<file path="src/design/sso_defines.vh">
// sso_defines.vh: offsets, field positions, warning codes and timing counts
// assumes: included by the servo status output design, its assertion module and its bench
`ifndef SSO_DEFINES_VH
`define SSO_DEFINES_VH
// apb register byte offsets
`define SSO_A_CTRL      12'h000
`define SSO_A_POS       12'h004
`define SSO_A_WLO       12'h008
`define SSO_A_WHI       12'h00C
`define SSO_A_TLIM1     12'h010
`define SSO_A_TLIM2     12'h014
`define SSO_A_TORQ      12'h018
`define SSO_A_WARN      12'h01C
`define SSO_A_PCMD      12'h020
`define SSO_A_OFFT1     12'h024
`define SSO_A_OFFT2     12'h028
`define SSO_A_OFFT3     12'h02C
`define SSO_A_STAT      12'h030
`define SSO_A_IRQS      12'h034
`define SSO_A_IRQM      12'h038
// ctrl fields
`define SSO_C_HOMED     0
`define SSO_C_BASE_ON   1
`define SSO_C_ALARM     2
`define SSO_C_ALM_RST   3
`define SSO_C_DECEL     4
`define SSO_C_TLA_EN    5
// program command fields: [1:0] index, bit 8 set, bit 9 clear
`define SSO_P_IDX_HI    1
`define SSO_P_IDX_LO    0
`define SSO_P_SET       8
`define SSO_P_CLR       9
// warning code fields
`define SSO_W_ANY       8
`define SSO_CODE_BCABLE 8'h92
`define SSO_CODE_BATT   8'h9F
// status bits
`define SSO_S_POS       0
`define SSO_S_WARN      1
`define SSO_S_BATT      2
`define SSO_S_TLIM      3
`define SSO_S_STOP      4
`define SSO_S_PROGRAM_OUTPUT_ONE      5
`define SSO_S_PROGRAM_OUTPUT_TWO      6
`define SSO_S_PROGRAM_OUTPUT_THREE      7
`define SSO_S_NBITS     8
// timing
`define SSO_CLK_NS      50
`define SSO_SETTLE_NS   1000000000
`define SSO_OFF_TICK_NS 1000000
`define SSO_ZERO32      32'h00000000
`endif

</file>
<file path="src/design/sso_off_timer.v">
// sso_off_timer.v: one program output with set, clear and auto turn-off
// assumes: set, clr and tick are single-cycle pulses on the same clock
`timescale 1ns/1ps
`default_nettype none
module sso_off_timer (
  input  wire        clk,
  input  wire        nrst,
  input  wire        set,
  input  wire        clr,
  input  wire        tick,
  input  wire [15:0] off_time,
  output reg         out_q
);
  reg  [15:0] cnt_q;

  always @(posedge clk) begin
    if (!nrst) begin
      out_q <= 1'b0;
      cnt_q <= 16'h0000;
    end else if (set) begin
      out_q <= 1'b1;
      cnt_q <= off_time;
    end else if (clr) begin
      out_q <= 1'b0;
    end else if (out_q && tick && (cnt_q != 16'h0000)) begin
      // zero time means hold until an explicit clear
      cnt_q <= cnt_q - 16'h0001;
      if (cnt_q == 16'h0001) out_q <= 1'b0;
    end
  end
endmodule // sso_off_timer
`default_nettype wire

</file>
<file path="src/design/sso_status.v">
// sso_status.v: discrete servo status outputs with apb register access
// assumes: apb master on CORE_CLK; STOP_RESTART_IN is an async pin
`timescale 1ns/1ps
`default_nettype none
`include "sso_defines.vh"
//////////////////////////////////////////////////////////////////////////////
module sso_status #(
  parameter SETTLE_CYC = `SSO_SETTLE_NS / `SSO_CLK_NS,
  parameter TICK_CYC   = `SSO_OFF_TICK_NS / `SSO_CLK_NS
) (
  input  wire        CORE_CLK,
  input  wire        NRST,
  input  wire        PSEL,
  input  wire        PENABLE,
  input  wire        PWRITE,
  input  wire [11:0] PADDR,
  input  wire [31:0] PWDATA,
  output reg  [31:0] PRDATA,
  output reg         PREADY,
  output reg         PSLVERR,
  input  wire        STOP_RESTART_IN,
  input  wire [9:0]  ANALOG_TORQUE_LIMIT,
  output reg         POSITION_IN_RANGE,
  output reg         GENERAL_WARNING,
  output reg         BATTERY_WARNING,
  output reg         TORQUE_LIMITING,
  output reg         TEMPORARY_STOP_ACTIVE,
  output wire        PROGRAM_OUTPUT_ONE,
  output wire        PROGRAM_OUTPUT_TWO,
  output wire        PROGRAM_OUTPUT_THREE,
  output reg         IRQ
);
  reg  [5:0]  ctrl_q;
  reg  [31:0] pos_q;
  reg  [31:0] wlo_q;
  reg  [31:0] whi_q;
  reg  [15:0] tlim1_q;
  reg  [15:0] tlim2_q;
  reg  [15:0] torq_q;
  reg  [8:0]  warn_q;
  reg  [15:0] offt_q [0:2];
  reg  [7:0]  irqs_q;
  reg  [7:0]  irqm_q;
  reg  [7:0]  stat_prev_q;
  reg  [31:0] settle_q;
  reg         settled_q;
  reg  [31:0] tick_cnt_q;
  reg         tick_q;
  reg         stp_m_q;
  reg         stp_s_q;
  reg         stp_p_q;
  reg  [2:0]  set_q;
  reg         clr_q;
  wire [2:0]  pout;
  wire [7:0]  stat;
  wire        wr;
  wire        rd;
  wire        stp_rise;
  wire        base_on;
  wire        in_win;
  wire [15:0] tla_scaled;
  wire        tlim_hit;
  wire [1:0]  pidx;
  integer     i;
  reg  [31:0] rdata_d;
  reg         slverr_d;
  reg         pos_d;
  reg         warn_d;
  reg         batt_d;
  reg         tlim_d;
  reg         stop_d;
  wire        batt_code;
  wire        irqs_clr;
  wire        lo_ok;
  wire        hi_ok;

  //////////////////////////////////////////////////////////////////////////////
  // apb slave: zero wait states, unmapped reads zero with slverr
  assign wr = PSEL && PENABLE && PWRITE && PREADY;
  assign rd = PSEL && PENABLE && !PWRITE && PREADY;
  assign pidx = PWDATA[`SSO_P_IDX_HI:`SSO_P_IDX_LO];

  always @(posedge CORE_CLK) begin
    if (!NRST) begin
      ctrl_q  <= 6'h00;
      pos_q   <= 32'h00000000;
      wlo_q   <= 32'h00000000;
      whi_q   <= 32'h00000000;
      tlim1_q <= 16'hFFFF;
      tlim2_q <= 16'hFFFF;
      torq_q  <= 16'h0000;
      warn_q  <= 9'h000;
      irqm_q  <= 8'h00;
      set_q   <= 3'h0;
      clr_q   <= 1'b0;
      PREADY  <= 1'b0;
      for (i = 0; i < 3; i = i + 1) offt_q[i] <= 16'h0000;
    end else begin
      PREADY <= PSEL && !PENABLE;
      set_q  <= 3'h0;
      clr_q  <= 1'b0;
      if (wr) begin
        case (PADDR)
          `SSO_A_CTRL:  ctrl_q  <= PWDATA[5:0];
          `SSO_A_POS:   pos_q   <= PWDATA;
          `SSO_A_WLO:   wlo_q   <= PWDATA;
          `SSO_A_WHI:   whi_q   <= PWDATA;
          `SSO_A_TLIM1: tlim1_q <= PWDATA[15:0];
          `SSO_A_TLIM2: tlim2_q <= PWDATA[15:0];
          `SSO_A_TORQ:  torq_q  <= PWDATA[15:0];
          `SSO_A_WARN:  warn_q  <= PWDATA[8:0];
          `SSO_A_OFFT1: offt_q[0] <= PWDATA[15:0];
          `SSO_A_OFFT2: offt_q[1] <= PWDATA[15:0];
          `SSO_A_OFFT3: offt_q[2] <= PWDATA[15:0];
          `SSO_A_IRQM:  irqm_q  <= PWDATA[7:0];
          // index zero names no output, so a set with it does nothing
          `SSO_A_PCMD: begin
            if (PWDATA[`SSO_P_SET] && pidx != 2'b00) begin
              set_q <= 3'b001 << (pidx - 2'b01);
            end
            clr_q <= PWDATA[`SSO_P_CLR];
          end
          default: ;
        endcase
      end
    end
  end

  // read mux decoded in the setup cycle so data stands through the access
  always @* begin
    rdata_d  = `SSO_ZERO32;
    slverr_d = 1'b0;
    case (PADDR)
      `SSO_A_CTRL:  rdata_d = {26'h0000000, ctrl_q};
      `SSO_A_POS:   rdata_d = pos_q;
      `SSO_A_WLO:   rdata_d = wlo_q;
      `SSO_A_WHI:   rdata_d = whi_q;
      `SSO_A_TLIM1: rdata_d = {16'h0000, tlim1_q};
      `SSO_A_TLIM2: rdata_d = {16'h0000, tlim2_q};
      `SSO_A_TORQ:  rdata_d = {16'h0000, torq_q};
      `SSO_A_WARN:  rdata_d = {23'h000000, warn_q};
      `SSO_A_PCMD:  rdata_d = `SSO_ZERO32;
      `SSO_A_OFFT1: rdata_d = {16'h0000, offt_q[0]};
      `SSO_A_OFFT2: rdata_d = {16'h0000, offt_q[1]};
      `SSO_A_OFFT3: rdata_d = {16'h0000, offt_q[2]};
      `SSO_A_STAT:  rdata_d = {24'h000000, stat};
      `SSO_A_IRQS:  rdata_d = {24'h000000, irqs_q};
      `SSO_A_IRQM:  rdata_d = {24'h000000, irqm_q};
      default:      slverr_d = 1'b1;
    endcase
  end

  always @(posedge CORE_CLK) begin
    if (!NRST) begin
      PRDATA  <= `SSO_ZERO32;
      PSLVERR <= 1'b0;
    end else if (PSEL && !PENABLE) begin
      PRDATA  <= rdata_d;
      PSLVERR <= slverr_d;
    end
  end

  //////////////////////////////////////////////////////////////////////////////
  // power-on settle window: warnings read high until it has passed
  always @(posedge CORE_CLK) begin
    if (!NRST) begin
      settle_q  <= `SSO_ZERO32;
      settled_q <= 1'b0;
    end else if (!settled_q) begin
      // counter stops once settled, so it never wraps back
      settle_q <= settle_q + 32'h00000001;
      if (settle_q == SETTLE_CYC - 1) settled_q <= 1'b1;
    end
  end

  //////////////////////////////////////////////////////////////////////////////
  // turn-off time base: one tick per 1 ms, free running
  // free running, so an off time of n lasts between n-1 and n ticks
  always @(posedge CORE_CLK) begin
    if (!NRST) begin
      tick_cnt_q <= `SSO_ZERO32;
      tick_q     <= 1'b0;
    end else begin
      tick_q <= (tick_cnt_q == TICK_CYC - 1);
      if (tick_cnt_q == TICK_CYC - 1) begin
        tick_cnt_q <= `SSO_ZERO32;
      end else begin
        tick_cnt_q <= tick_cnt_q + 32'h00000001;
      end
    end
  end

  //////////////////////////////////////////////////////////////////////////////
  // stop/restart pin synchroniser and status logic
  always @(posedge CORE_CLK) begin
    if (!NRST) begin
      stp_m_q <= 1'b0;
      stp_s_q <= 1'b0;
      stp_p_q <= 1'b0;
    end else begin
      stp_m_q <= STOP_RESTART_IN;
      stp_s_q <= stp_m_q;
      stp_p_q <= stp_s_q;
    end
  end
  // stage one feeds only stage two
  assign stp_rise = stp_s_q && !stp_p_q;

  assign base_on = ctrl_q[`SSO_C_BASE_ON] && !ctrl_q[`SSO_C_ALARM]
                   && !ctrl_q[`SSO_C_ALM_RST];
  // signed compare: positions may be negative
  assign lo_ok  = $signed(pos_q) >= $signed(wlo_q);
  assign hi_ok  = $signed(pos_q) <= $signed(whi_q);
  assign in_win = lo_ok && hi_ok;
  // 10-bit analog limit scaled to the torque word
  assign tla_scaled = {ANALOG_TORQUE_LIMIT, 6'h00};
  assign tlim_hit = (torq_q >= tlim1_q) || (torq_q >= tlim2_q)
                    || (ctrl_q[`SSO_C_TLA_EN] && torq_q >= tla_scaled);

  assign batt_code = (warn_q[7:0] == `SSO_CODE_BCABLE)
                     || (warn_q[7:0] == `SSO_CODE_BATT);

  // next values of the status outputs
  always @* begin
    pos_d  = in_win && ctrl_q[`SSO_C_HOMED] && base_on;
    // warnings read high until the settle window passes
    warn_d = warn_q[`SSO_W_ANY] || !settled_q;
    batt_d = (warn_q[`SSO_W_ANY] && batt_code) || !settled_q;
    tlim_d = tlim_hit;
    stop_d = TEMPORARY_STOP_ACTIVE;
    if (stp_rise && !TEMPORARY_STOP_ACTIVE && ctrl_q[`SSO_C_DECEL]) begin
      stop_d = 1'b1;
    end else if (stp_rise && TEMPORARY_STOP_ACTIVE) begin
      // restart press: drop as motion resumes
      stop_d = 1'b0;
    end
  end

  always @(posedge CORE_CLK) begin
    if (!NRST) begin
      POSITION_IN_RANGE     <= 1'b0;
      GENERAL_WARNING       <= 1'b1;
      BATTERY_WARNING       <= 1'b1;
      TORQUE_LIMITING       <= 1'b0;
      TEMPORARY_STOP_ACTIVE <= 1'b0;
    end else begin
      POSITION_IN_RANGE     <= pos_d;
      GENERAL_WARNING       <= warn_d;
      BATTERY_WARNING       <= batt_d;
      TORQUE_LIMITING       <= tlim_d;
      TEMPORARY_STOP_ACTIVE <= stop_d;
    end
  end

  //////////////////////////////////////////////////////////////////////////////
  // program outputs
  genvar g;
  generate
    for (g = 0; g < 3; g = g + 1) begin : g_pout
      sso_off_timer u_tmr (
        .clk      (CORE_CLK),
        .nrst     (NRST),
        .set      (set_q[g]),
        .clr      (clr_q),
        .tick     (tick_q),
        .off_time (offt_q[g]),
        .out_q    (pout[g])
      );
    end
  endgenerate
  assign PROGRAM_OUTPUT_ONE   = pout[0];
  assign PROGRAM_OUTPUT_TWO   = pout[1];
  assign PROGRAM_OUTPUT_THREE = pout[2];

  //////////////////////////////////////////////////////////////////////////////
  // interrupts: rising edge of any status bit, cleared by reading, set wins
  assign stat = {pout, TEMPORARY_STOP_ACTIVE, TORQUE_LIMITING, BATTERY_WARNING,
                 GENERAL_WARNING, POSITION_IN_RANGE};
  assign irqs_clr = rd && (PADDR == `SSO_A_IRQS);
  always @(posedge CORE_CLK) begin
    if (!NRST) begin
      irqs_q      <= 8'h00;
      stat_prev_q <= 8'h00;
      IRQ         <= 1'b0;
    end else begin
      stat_prev_q <= stat;
      // a rise in the clearing cycle survives the read
      irqs_q <= (irqs_clr ? 8'h00 : irqs_q) | (stat & ~stat_prev_q);
      IRQ    <= |(irqs_q & irqm_q);
    end
  end
endmodule // sso_status
`default_nettype wire

</file>
<file path="config.mk">
export PLATFORM = sky130hd
export DESIGN_NAME = sso_status
export DESIGN_NICKNAME = d
export VERILOG_FILES = /design/src/design/sso_off_timer.v /design/src/design/sso_status.v
export VERILOG_INCLUDE_DIRS = /design/src /design/src/design
export SDC_FILE = /design/constraint.sdc
export NUM_CORES = 1
export LEC_CHECK = 0
export BUFFER_PORTS_ARGS = -buffer_cell sky130_fd_sc_hd__buf_2
export CAP_MARGIN = 40
export CORE_MARGIN = 1
export CORE_UTILIZATION = 30
export CTS_CLUSTER_DIAMETER = 200
export DETAILED_ROUTE_END_ITERATION = 16
export RECOVER_POWER = 50
export SETUP_SLACK_MARGIN = 0.5
export SYNTH_ARGS = -nofsm -noshare
export SYNTH_HDL_FRONTEND = slang
export SYNTH_SLANG_ARGS = --single-unit
</file>
<file path="constraint.sdc">
create_clock -name CORE_CLK -period 3.25 [get_ports CORE_CLK]
set_clock_uncertainty 0.05 [all_clocks]
set_input_delay 0.1625 -clock CORE_CLK [delete_from_list [all_inputs] [get_ports CORE_CLK]]
set_output_delay 0.1625 -clock CORE_CLK [all_outputs]
set_load 0.02 [all_outputs]
</file>
Yosys cells after proc, flatten, opt, wreduce, memory -nomap -nowiden --
Memory sizes are Yosys's and may differ from the RTL's. Cells that the tools add are included.
Cells by class: add/sub/neg operators 6, $lt $le $gt $ge 5, equality and inequality tests 24, shift operators 1, multiplexer cells 44, bitwise gates (word level) 8, reduce and logical (&&, ||, !) cells 72
Operators with widths (count):
- $pmux 32 s14 | 1
- $mux 16 | 12
- $eq 12x6->1 const B | 7
- $add 32x1->32 const B | 2
- $eq 12x5->1 const B | 4
- $eq 16x1->1 const B | 3
- $ge 16x16->1 | 3
- $reduce_bool 16->1 | 3
- $sub 16x1->16 const B | 3
- $eq 32x15->1 const B | 1
- $eq 32x25->1 const B | 1
- $ge 32x32->1 | 1
- $le 32x32->1 | 1
- $mux 1 | 30
- $reduce_and 2->1 | 15
- $logic_and 1x1->1 | 25
- $eq 12x4->1 const B | 2
- $reduce_bool 3->1 | 6
- $and 8x8->8 | 2
- $eq 8x8->1 const B | 2
- $reduce_or 15->1 | 1
- $eq 12x3->1 const B | 1
- $logic_not 12->1 | 1
- $reduce_bool 2->1 | 5
- 14 further kinds | 28
Storage, ports and cells: register bits after elaboration 347, memory bits (writable) 48, bits of input ports 60, output and inout port bits 43, logic and storage cells 196, memories kept 1
Memory list:
- offt_q | words 3, bits a word 16, read ports 3, clocked after memory_dff 0, wr ports 3, line sso_status.v:41 | reg [15:0] offt_q [0:2];

Logic depth before layout (Yosys ltp) --
Gate-level depths: netlist of the first run.
depth after elaboration 7, depth in mapped cells 9, depth with buffers taken out 9

Cells and area by module --
A second synthesis of the first run with hierarchy kept.
Second synthesis, totals: cell total of the unflattened synthesis 2258, area total of the unflattened synthesis 19451.2 µm²
Modules (own cells, without submodules):
- sso_status | times used 1, cells each 1868, area each 16294.4 µm², seq. area each 7367.1 µm²
- sso_off_timer | times used 3, cells each 130, area each 1052.3 µm², seq. area each 340.3 µm²

Worst setup path before layout of the first run --
Ideal clock, no wire load.
kind input to register, start input port PADDR[1], end memory offt_q[0][0], enable pin, library setup time 0.372 ns, data arrival time 1.820 ns, data required time 2.828 ns, slack 1.008 ns, stages 6, buffers on the path 1, cells stage by stage nor4_4 > nand4b_1 > nor2_2 > clkbuf_1 > nand2_1 > nand2_1
RTL lines:
- start: declaration | line sso_status.v:16 | input wire [11:0] PADDR,
- end: declaration | line sso_status.v:41

==> impl_metrics.csv, run 1 <==
group,metric,value,unit
power,leakagePower,8.20,nW
setup_path,cpLargestDelayFamily,"buffers and inverters",
routing,vias,16800,
worst_hold_path,min_path_type,"in2reg",
sta,finalHoldViolCount,0,
yosys,syn-num-nets,2408,
yosys,synth_compound_area_frac,0.166,
routing,drc,0,
yosys,synth-simple-area-share,0.213,
sta,min_period_over_period,0.816,
setup_path,required,3.43,ns
yosys,synthCells,2233,
placement,place_ws,0.581,ns
clock_tree,clock-sinks,395,
outcome,violations,"max-capacitance violations, max-slew violations",
sta,tns,0,ns
setup_path,worstSetupEndpointType,"flop",
sta,max_freq,377,MHz
sta,setup_viol,0,
yosys,synth_top_family_by_area,"simple AND/OR/NAND/NOR gates",
yosys,synth_area_per_cell,8.45,um2
die,num_rows,91,
clock_tree,insertion_delay,0.59,ns
routing,drtAntennaViolNets,0,
die,ios,103,
yosys,netlist_area,18900,um2
die,die_y,253,um
sta,drv_slew,9,
placement,io_buffers,102,
yosys,synth_cell_types,72,
sta,holdWs,0.0326,ns
layout,finalNetCount,2530,
clock_tree,path_clk_slew,0.06,ns
clock_tree,post-cts-setup-buffers,0,
routing,viasPerCell,5.21,
global_route,grt_remaining_overflow,0,
yosys,ys_ff_latch,395,
yosys,synthArstFlopShare,0,
setup_path,cp_slowest_cell,"buf_4",
global_route,antenna_found_initial,7,
die,die_area,63900,um2
setup_path,crit_chain,"dlygate4sd3_1 -> clkbuf_1 -> buf_4 -> nand2_1 -> clkbuf_2",
clock_tree,root_buffer,"clkbuf_16",
clock_tree,cts_tree,"built",
placement,hpwl,43400,um
global_route,track_usage,0.189,
setup_path,path_max_fanout,84,
clock_tree,numCtsBuffers,45,
routing,first_pass_iters,9,
setup_path,cp_num_buf_inv,4,
sta,rsz0062_at_grt,"false",
power,p_per_area,455,nW/um2
global_route,grt_max_degree,115,
global_route,grt_pass1_wl,94100,um
die,fp.dieW,253,um
layout,drive_gt1_frac,0.0809,
yosys,yosysWarningCount,0,
yosys,yosys_most_used_dff,"dfxtp_1",
outcome,outcome,"finished with violations",
routing,wl,60400,um
die,start_util,0.305,
sta,tightest_slew,1.52,ns
sta,relSlewSlack,-0.0201,
setup_path,path_class,"in2reg",
die,coreArea,61900,um2
routing,wl_per_cell,18.7,um
yosys,synthXorXnorAreaFrac,0.0418,
setup_path,slowest_delay,0.84,ns
yosys,ys_seq_area_frac,0.445,
clock_tree,clockBufferDepth,3,
yosys,synthMuxAreaShare,0.00902,
clock_tree,htreeDepth,2,
setup_path,startpoint_type,"input port",
layout,post-route-util,0.356,
sta,timing.final.ws_setup,0.599,ns
power,finalPower,10.0,mW
yosys,synthAdderAreaFrac,0.0763,
routing,drt_iter0_drc,1508,
placement,place_congestion,0.909,
flow_run,cap_violations,1,
sta,final.min_clock_period,2.65,ns
yosys,synth_enable_flop_cells,48,
global_route,grt_pass1_vias,16428,
setup_path,cp.arrival,2.83,ns
layout,area_growth,16.9,%
power,peakVddDrop,0.312,mV
==> cell usage in the layout (no fill, tap or decap), types with 12 or more instances in the layout <==
cell type,n
nor2_1,168
buf_2,58
a21oi_1,223
nor4_1,22
clkbuf_16,45
inv_1,136
nand3_1,52
dlygate4sd3_1,37
nor3_1,44
clkbuf_1,57
xnor2_1,48
dfxtp_1,346
or3_1,12
mux2i_1,17
and3_1,14
o211ai_1,42
o21ai_0,85
a22oi_1,72
buf_4,35
edfxtp_1,48
nand2_1,402
ha_1,115
and2_1,22
nand4_1,46
a222oi_1,25
xor2_1,42
==> worst paths after layout <==
check / slack, ns / start / to / cells past startpoint
setup / recovery: 0.60 / NRST / offt_q[0][1] / 5
hold / removal: 0.03 / PSEL / PREADY / 4
hold reg to reg: 0.36 / stat_prev_q[4] / irqs_q[4] / 1
setup reg to reg: 0.64 / PREADY / irqm_q[5] / 5
==> synthesized netlist by cell type, types with 4 or more instances <==
| library cell | number | area [um2] |
|---|---|---|
| nand2_1 | 402 | 1510 |
| dfxtp_1 | 347 | 6950 |
| a21oi_1 | 223 | 1120 |
| nor2_1 | 171 | 642 |
| inv_1 | 137 | 514 |
| ha_1 | 115 | 1440 |
| clkbuf_1 | 98 | 368 |
| o21ai_0 | 85 | 425 |
| a22oi_1 | 72 | 541 |
| nand3_1 | 52 | 260 |
| nor3_1 | 49 | 245 |
| edfxtp_1 | 48 | 1440 |
| xnor2_1 | 48 | 420 |
| nand4_1 | 46 | 288 |
| o211ai_1 | 42 | 315 |
| xor2_1 | 42 | 368 |
| a222oi_1 | 25 | 250 |
| and2_1 | 25 | 156 |
| nor4_1 | 22 | 138 |
| mux2i_1 | 17 | 170 |
| and3_1 | 14 | 87.6 |
| or3_1 | 12 | 75.1 |
| a21o_1 | 11 | 82.6 |
| a221oi_1 | 10 | 87.6 |
| nor2b_1 | 9 | 56.3 |
| a211oi_1 | 8 | 60.1 |
| nand2b_1 | 8 | 50.1 |
| a31oi_1 | 6 | 37.5 |
| nor4b_1 | 6 | 52.6 |
| or4_1 | 6 | 45.0 |
| nand3b_1 | 5 | 37.5 |
| nand4b_1 | 5 | 43.8 |
| and4_1 | 4 | 35.0 |
| nor2_2 | 4 | 25.0 |
| o31ai_1 | 4 | 30.0 |
==> logic make-up (layout without fill, tap and decap cells) <==
group | count (synthesis) | in the layout
and+or+nand+nor | 865 | 865
AOI/OAI and AO/OA | 508 | 508
DFF | 395 | 395
buffers and inverters | 243 | 395
adders and majority gates | 115 | 115
xor gates and xnor gates | 90 | 90
muxes | 17 | 17
other | 0 | 5
==> timing repair <==
action / in CTS / in global routing
hold endpoints to repair: 176 / 0
hold buffers: 37 / 0
gates resized for setup: 0 / 2
endpoints found under the setup margin: 0 / 1
==> through the flow <==
stage | instances | instance area, um2
2_1_floorplan | 2233 | 18900
3_3_place_gp | 3108 | 20400
3_5_place_dp | 3108 | 20400
4_1_cts | 3222 | 22100
5_1_grt | 3224 | 22100
6_report | 3227 | 22100
==> layer usage <==
metal,global-route usage,vias to the layer above,routed length (um)
met5,0,-,27
met4,0.0689,4,2040
met3,0.0416,112,4870
met2,0.304,572,27400
met1,0.245,8008,26000
li1,-,8104,-
==> registers in the layout, summed over array words and instances, names as in the netlist, 3 cells and up <==
| name | count |
|---|---|
| PRDATA | 32 |
| ctrl_q | 6 |
| g_pout.u_tmr.cnt_q | 48 |
| g_pout.u_tmr.out_q | 3 |
| irqm_q | 8 |
| irqs_q | 8 |
| offt_q | 48 |
| pos_q | 32 |
| set_q | 3 |
| settle_q | 32 |
| stat_prev_q | 8 |
| tick_cnt_q | 32 |
| tlim1_q | 16 |
| tlim2_q | 16 |
| torq_q | 16 |
| warn_q | 9 |
| whi_q | 32 |
| wlo_q | 32 |
==> power by group <==
group          total (mW)  internal (mW)  switching (mW)
Sequential           4.99           4.96          0.0307
Combinational       0.300         0.0937           0.206
Clock                4.73           2.69            2.05
==> final cells by class <==
cell class,count,area [um2]
Sequential cell,395,8390
Inverter,139,527
Fill cell,6373,39900
Tap cell,837,1050
Clock inverter,14,97.6
Antenna cell,5,12.5
Multi-Input combinational cell,1595,9610
Timing Repair Buffer,179,1130
Clock buffer,63,1250
==> worst min-delay path, delay by kind of cell <==
| kind | cells | cell delay, ns |
|---|---|---|
| simple gates | 2 | 0.16 |
| buf+inv | 2 | 0.30 |
No activity file was read; power rests on OpenSTA's default activity.
==> run 2, diff against run 1 <==
Clock period 3.25 ns to 2.8 ns, I/O delays scaled along.
==> run 2 against run 1 <==
Compared with the run above: the flow now finishes without violations; combinational power up 18%; via count grew 1.2%; die area stayed put; register-to-register slack got worse by 0.18 ns; sequential power grew 16%; worst hold slack better by 0.044 ns; sequential cell count did not move; worst setup slack got worse by 0.14 ns; cell count is 1.1% higher; clock power increased by 22%; largest cell class unchanged.
==> impl_metrics.csv, run 2 (same netlist as run 1, synthesis figures left out) <==
group,metric,value,unit
outcome,outcome,"finished, final reports clean",
setup_path,worstSetupEndpointType,"flop",
global_route,track_usage,0.189,
routing,vias,17004,
clock_tree,htreeDepth,2,
clock_tree,root_buffer,"clkbuf_16",
global_route,antenna_found_initial,7,
worst_hold_path,min_path_type,"in2reg",
routing,wl,61400,um
layout,layout_commonest_cell,"nand2_1",
sta,tns,0,ns
setup_path,regToRegStartpoint,"PREADY",
routing,drtAntennaViolNets,0,
clock_tree,path_clk_slew,0.06,ns
sta,tightest_slew,1.44,ns
sta,max_freq,428,MHz
die,die_y,253,um
die,ios,103,
placement,hpwl,44000,um
worst_hold_path,hold_start,"PADDR[5]",
layout,fin_cells,3261,
sta,relSlewSlack,0.0411,
flow_run,cap_violations,0,
clock_tree,numCtsBuffers,45,
clock_tree,clockBufferDepth,3,
setup_path,cp.arrival,2.75,ns
power,p_per_area,529,nW/um2
setup_path,r2r_setup_slack,0.46,ns
clock_tree,insertion_delay,0.58,ns
die,die_area,63900,um2
routing,wl_per_cell,18.8,um
clock_tree,cts_tree,"built",
setup_path,required,3.22,ns
setup_path,startpoint_type,"flop",
die,num_rows,91,
routing,drc,0,
global_route,grt_pass1_wl,93800,um
layout,area_growth,19.6,%
sta,min_period_over_period,0.835,
global_route,grt_max_degree,83,
setup_path,path_max_fanout,30,
power,peakVddDrop,0.387,mV
routing,first_pass_iters,9,
sta,drv_slew,0,
routing,viasPerCell,5.21,
power,leakagePower,8.42,nW
setup_path,crit_start,"PREADY",
setup_path,path_class,"reg2reg",
die,coreArea,61900,um2
global_route,grt_remaining_overflow,0,
die,fp.dieW,253,um
layout,top_regs,"g_pout.u_tmr.cnt_q (48), offt_q (48)",
global_route,grt_pass1_vias,16406,
routing,drt_iter0_drc,1450,
clock_tree,clock-sinks,395,
setup_path,worstReg2RegEnd,"tlim1_q[10]",
placement,place_congestion,0.940,
sta,final.min_clock_period,2.34,ns
die,start_util,0.305,
power,finalPower,11.9,mW
placement,io_buffers,102,
sta,finalHoldViolCount,0,
sta,rsz0062_at_grt,"true",
worst_hold_path,hold_depth,5,
worst_hold_path,min_to,"PSLVERR",
setup_path,r2r_cells,6,
layout,final_cell_mix,"nand2_1 (401), dfxtp_1 (333), a21oi_1 (222), nor2_1 (171), inv_1 (135)",
layout,drive_gt1_frac,0.105,
placement,placed_cells,3125,
sta,setup_viol,0,
layout,finalNetCount,2564,
==> run 2: cell count changes in the layout (fill, tap and decap cells not counted), sizes merged, moves of 2 or more <==
cell	previous run	this run
buf	94	114
diode	5	3
bufinv	0	3
clkbuf	111	123
==> run 2: layer usage <==
layer	wire length, um	GRT usage	vias up
met2	27700	0.304	613
met5	63	0	-
li1	-	-	8156
met4	2490	0.0791	10
met1	25700	0.237	8076
met3	5450	0.0529	149
==> run 2: how the worst max path moves through the flow <==
stage	endpoint	slack [ns]
final	tlim1_q[10]	0.46
after global routing	settle_q[28]	0.24
after CTS	POSITION_IN_RANGE	0.50
after detailed placement	TORQUE_LIMITING	0.25
after global placement	TORQUE_LIMITING	0.18
after floorplan	TORQUE_LIMITING	0.57
==> run 2: critical path, cell delays in order (launching register included) <==
cell      delay (ns)
dfxtp_1         0.41
nand4_1         0.11
buf_4           0.21
nor3_1          0.20
clkbuf_1        0.97
nand2_1         0.12
o211ai_1        0.14
==> run 2: stage by stage <==
stage               worst slack [ns]   util  hold WS [ns]  cell area (um2)
finish                         0.463  0.364        0.0762            22600
global route                   0.241  0.364         0.125            22600
CTS                            0.501  0.362        0.0764            22400
detailed placement             0.247  0.332         0.309            20600
global placement               0.175  0.332         0.318            20600
floorplan                      0.571      -         0.212            18900
==> run 2: area by class of cell <==
class,instances,area (um2)
antenna,3,7.51
clock buffer,61,1250
clock inverter,18,178
fill,6361,39400
inverter,139,527
multi-input combinational,1595,9750
sequential,395,8410
tap,837,1050
timing repair buffer,213,1390
==> run 2: where the power goes <==
| group | internal (mW) | switching [mW] | leakage (nW) |
|---|---|---|---|
| clock network | 3.39 | 2.40 | 0.713 |
| logic | 0.113 | 0.241 | 4.38 |
| registers | 5.76 | 0.0364 | 3.32 |
| total | 9.26 | 2.68 | 8.42 |
==> run 2: timing repair <==
item	4_1_cts	5_1_grt
endpoints found under the hold margin	194	0
resized for setup	16	44
hold buffers	37	0
cloned	0	0
pin swaps	5	26
endpoints found under the setup margin	20	39
setup buffers	2	15
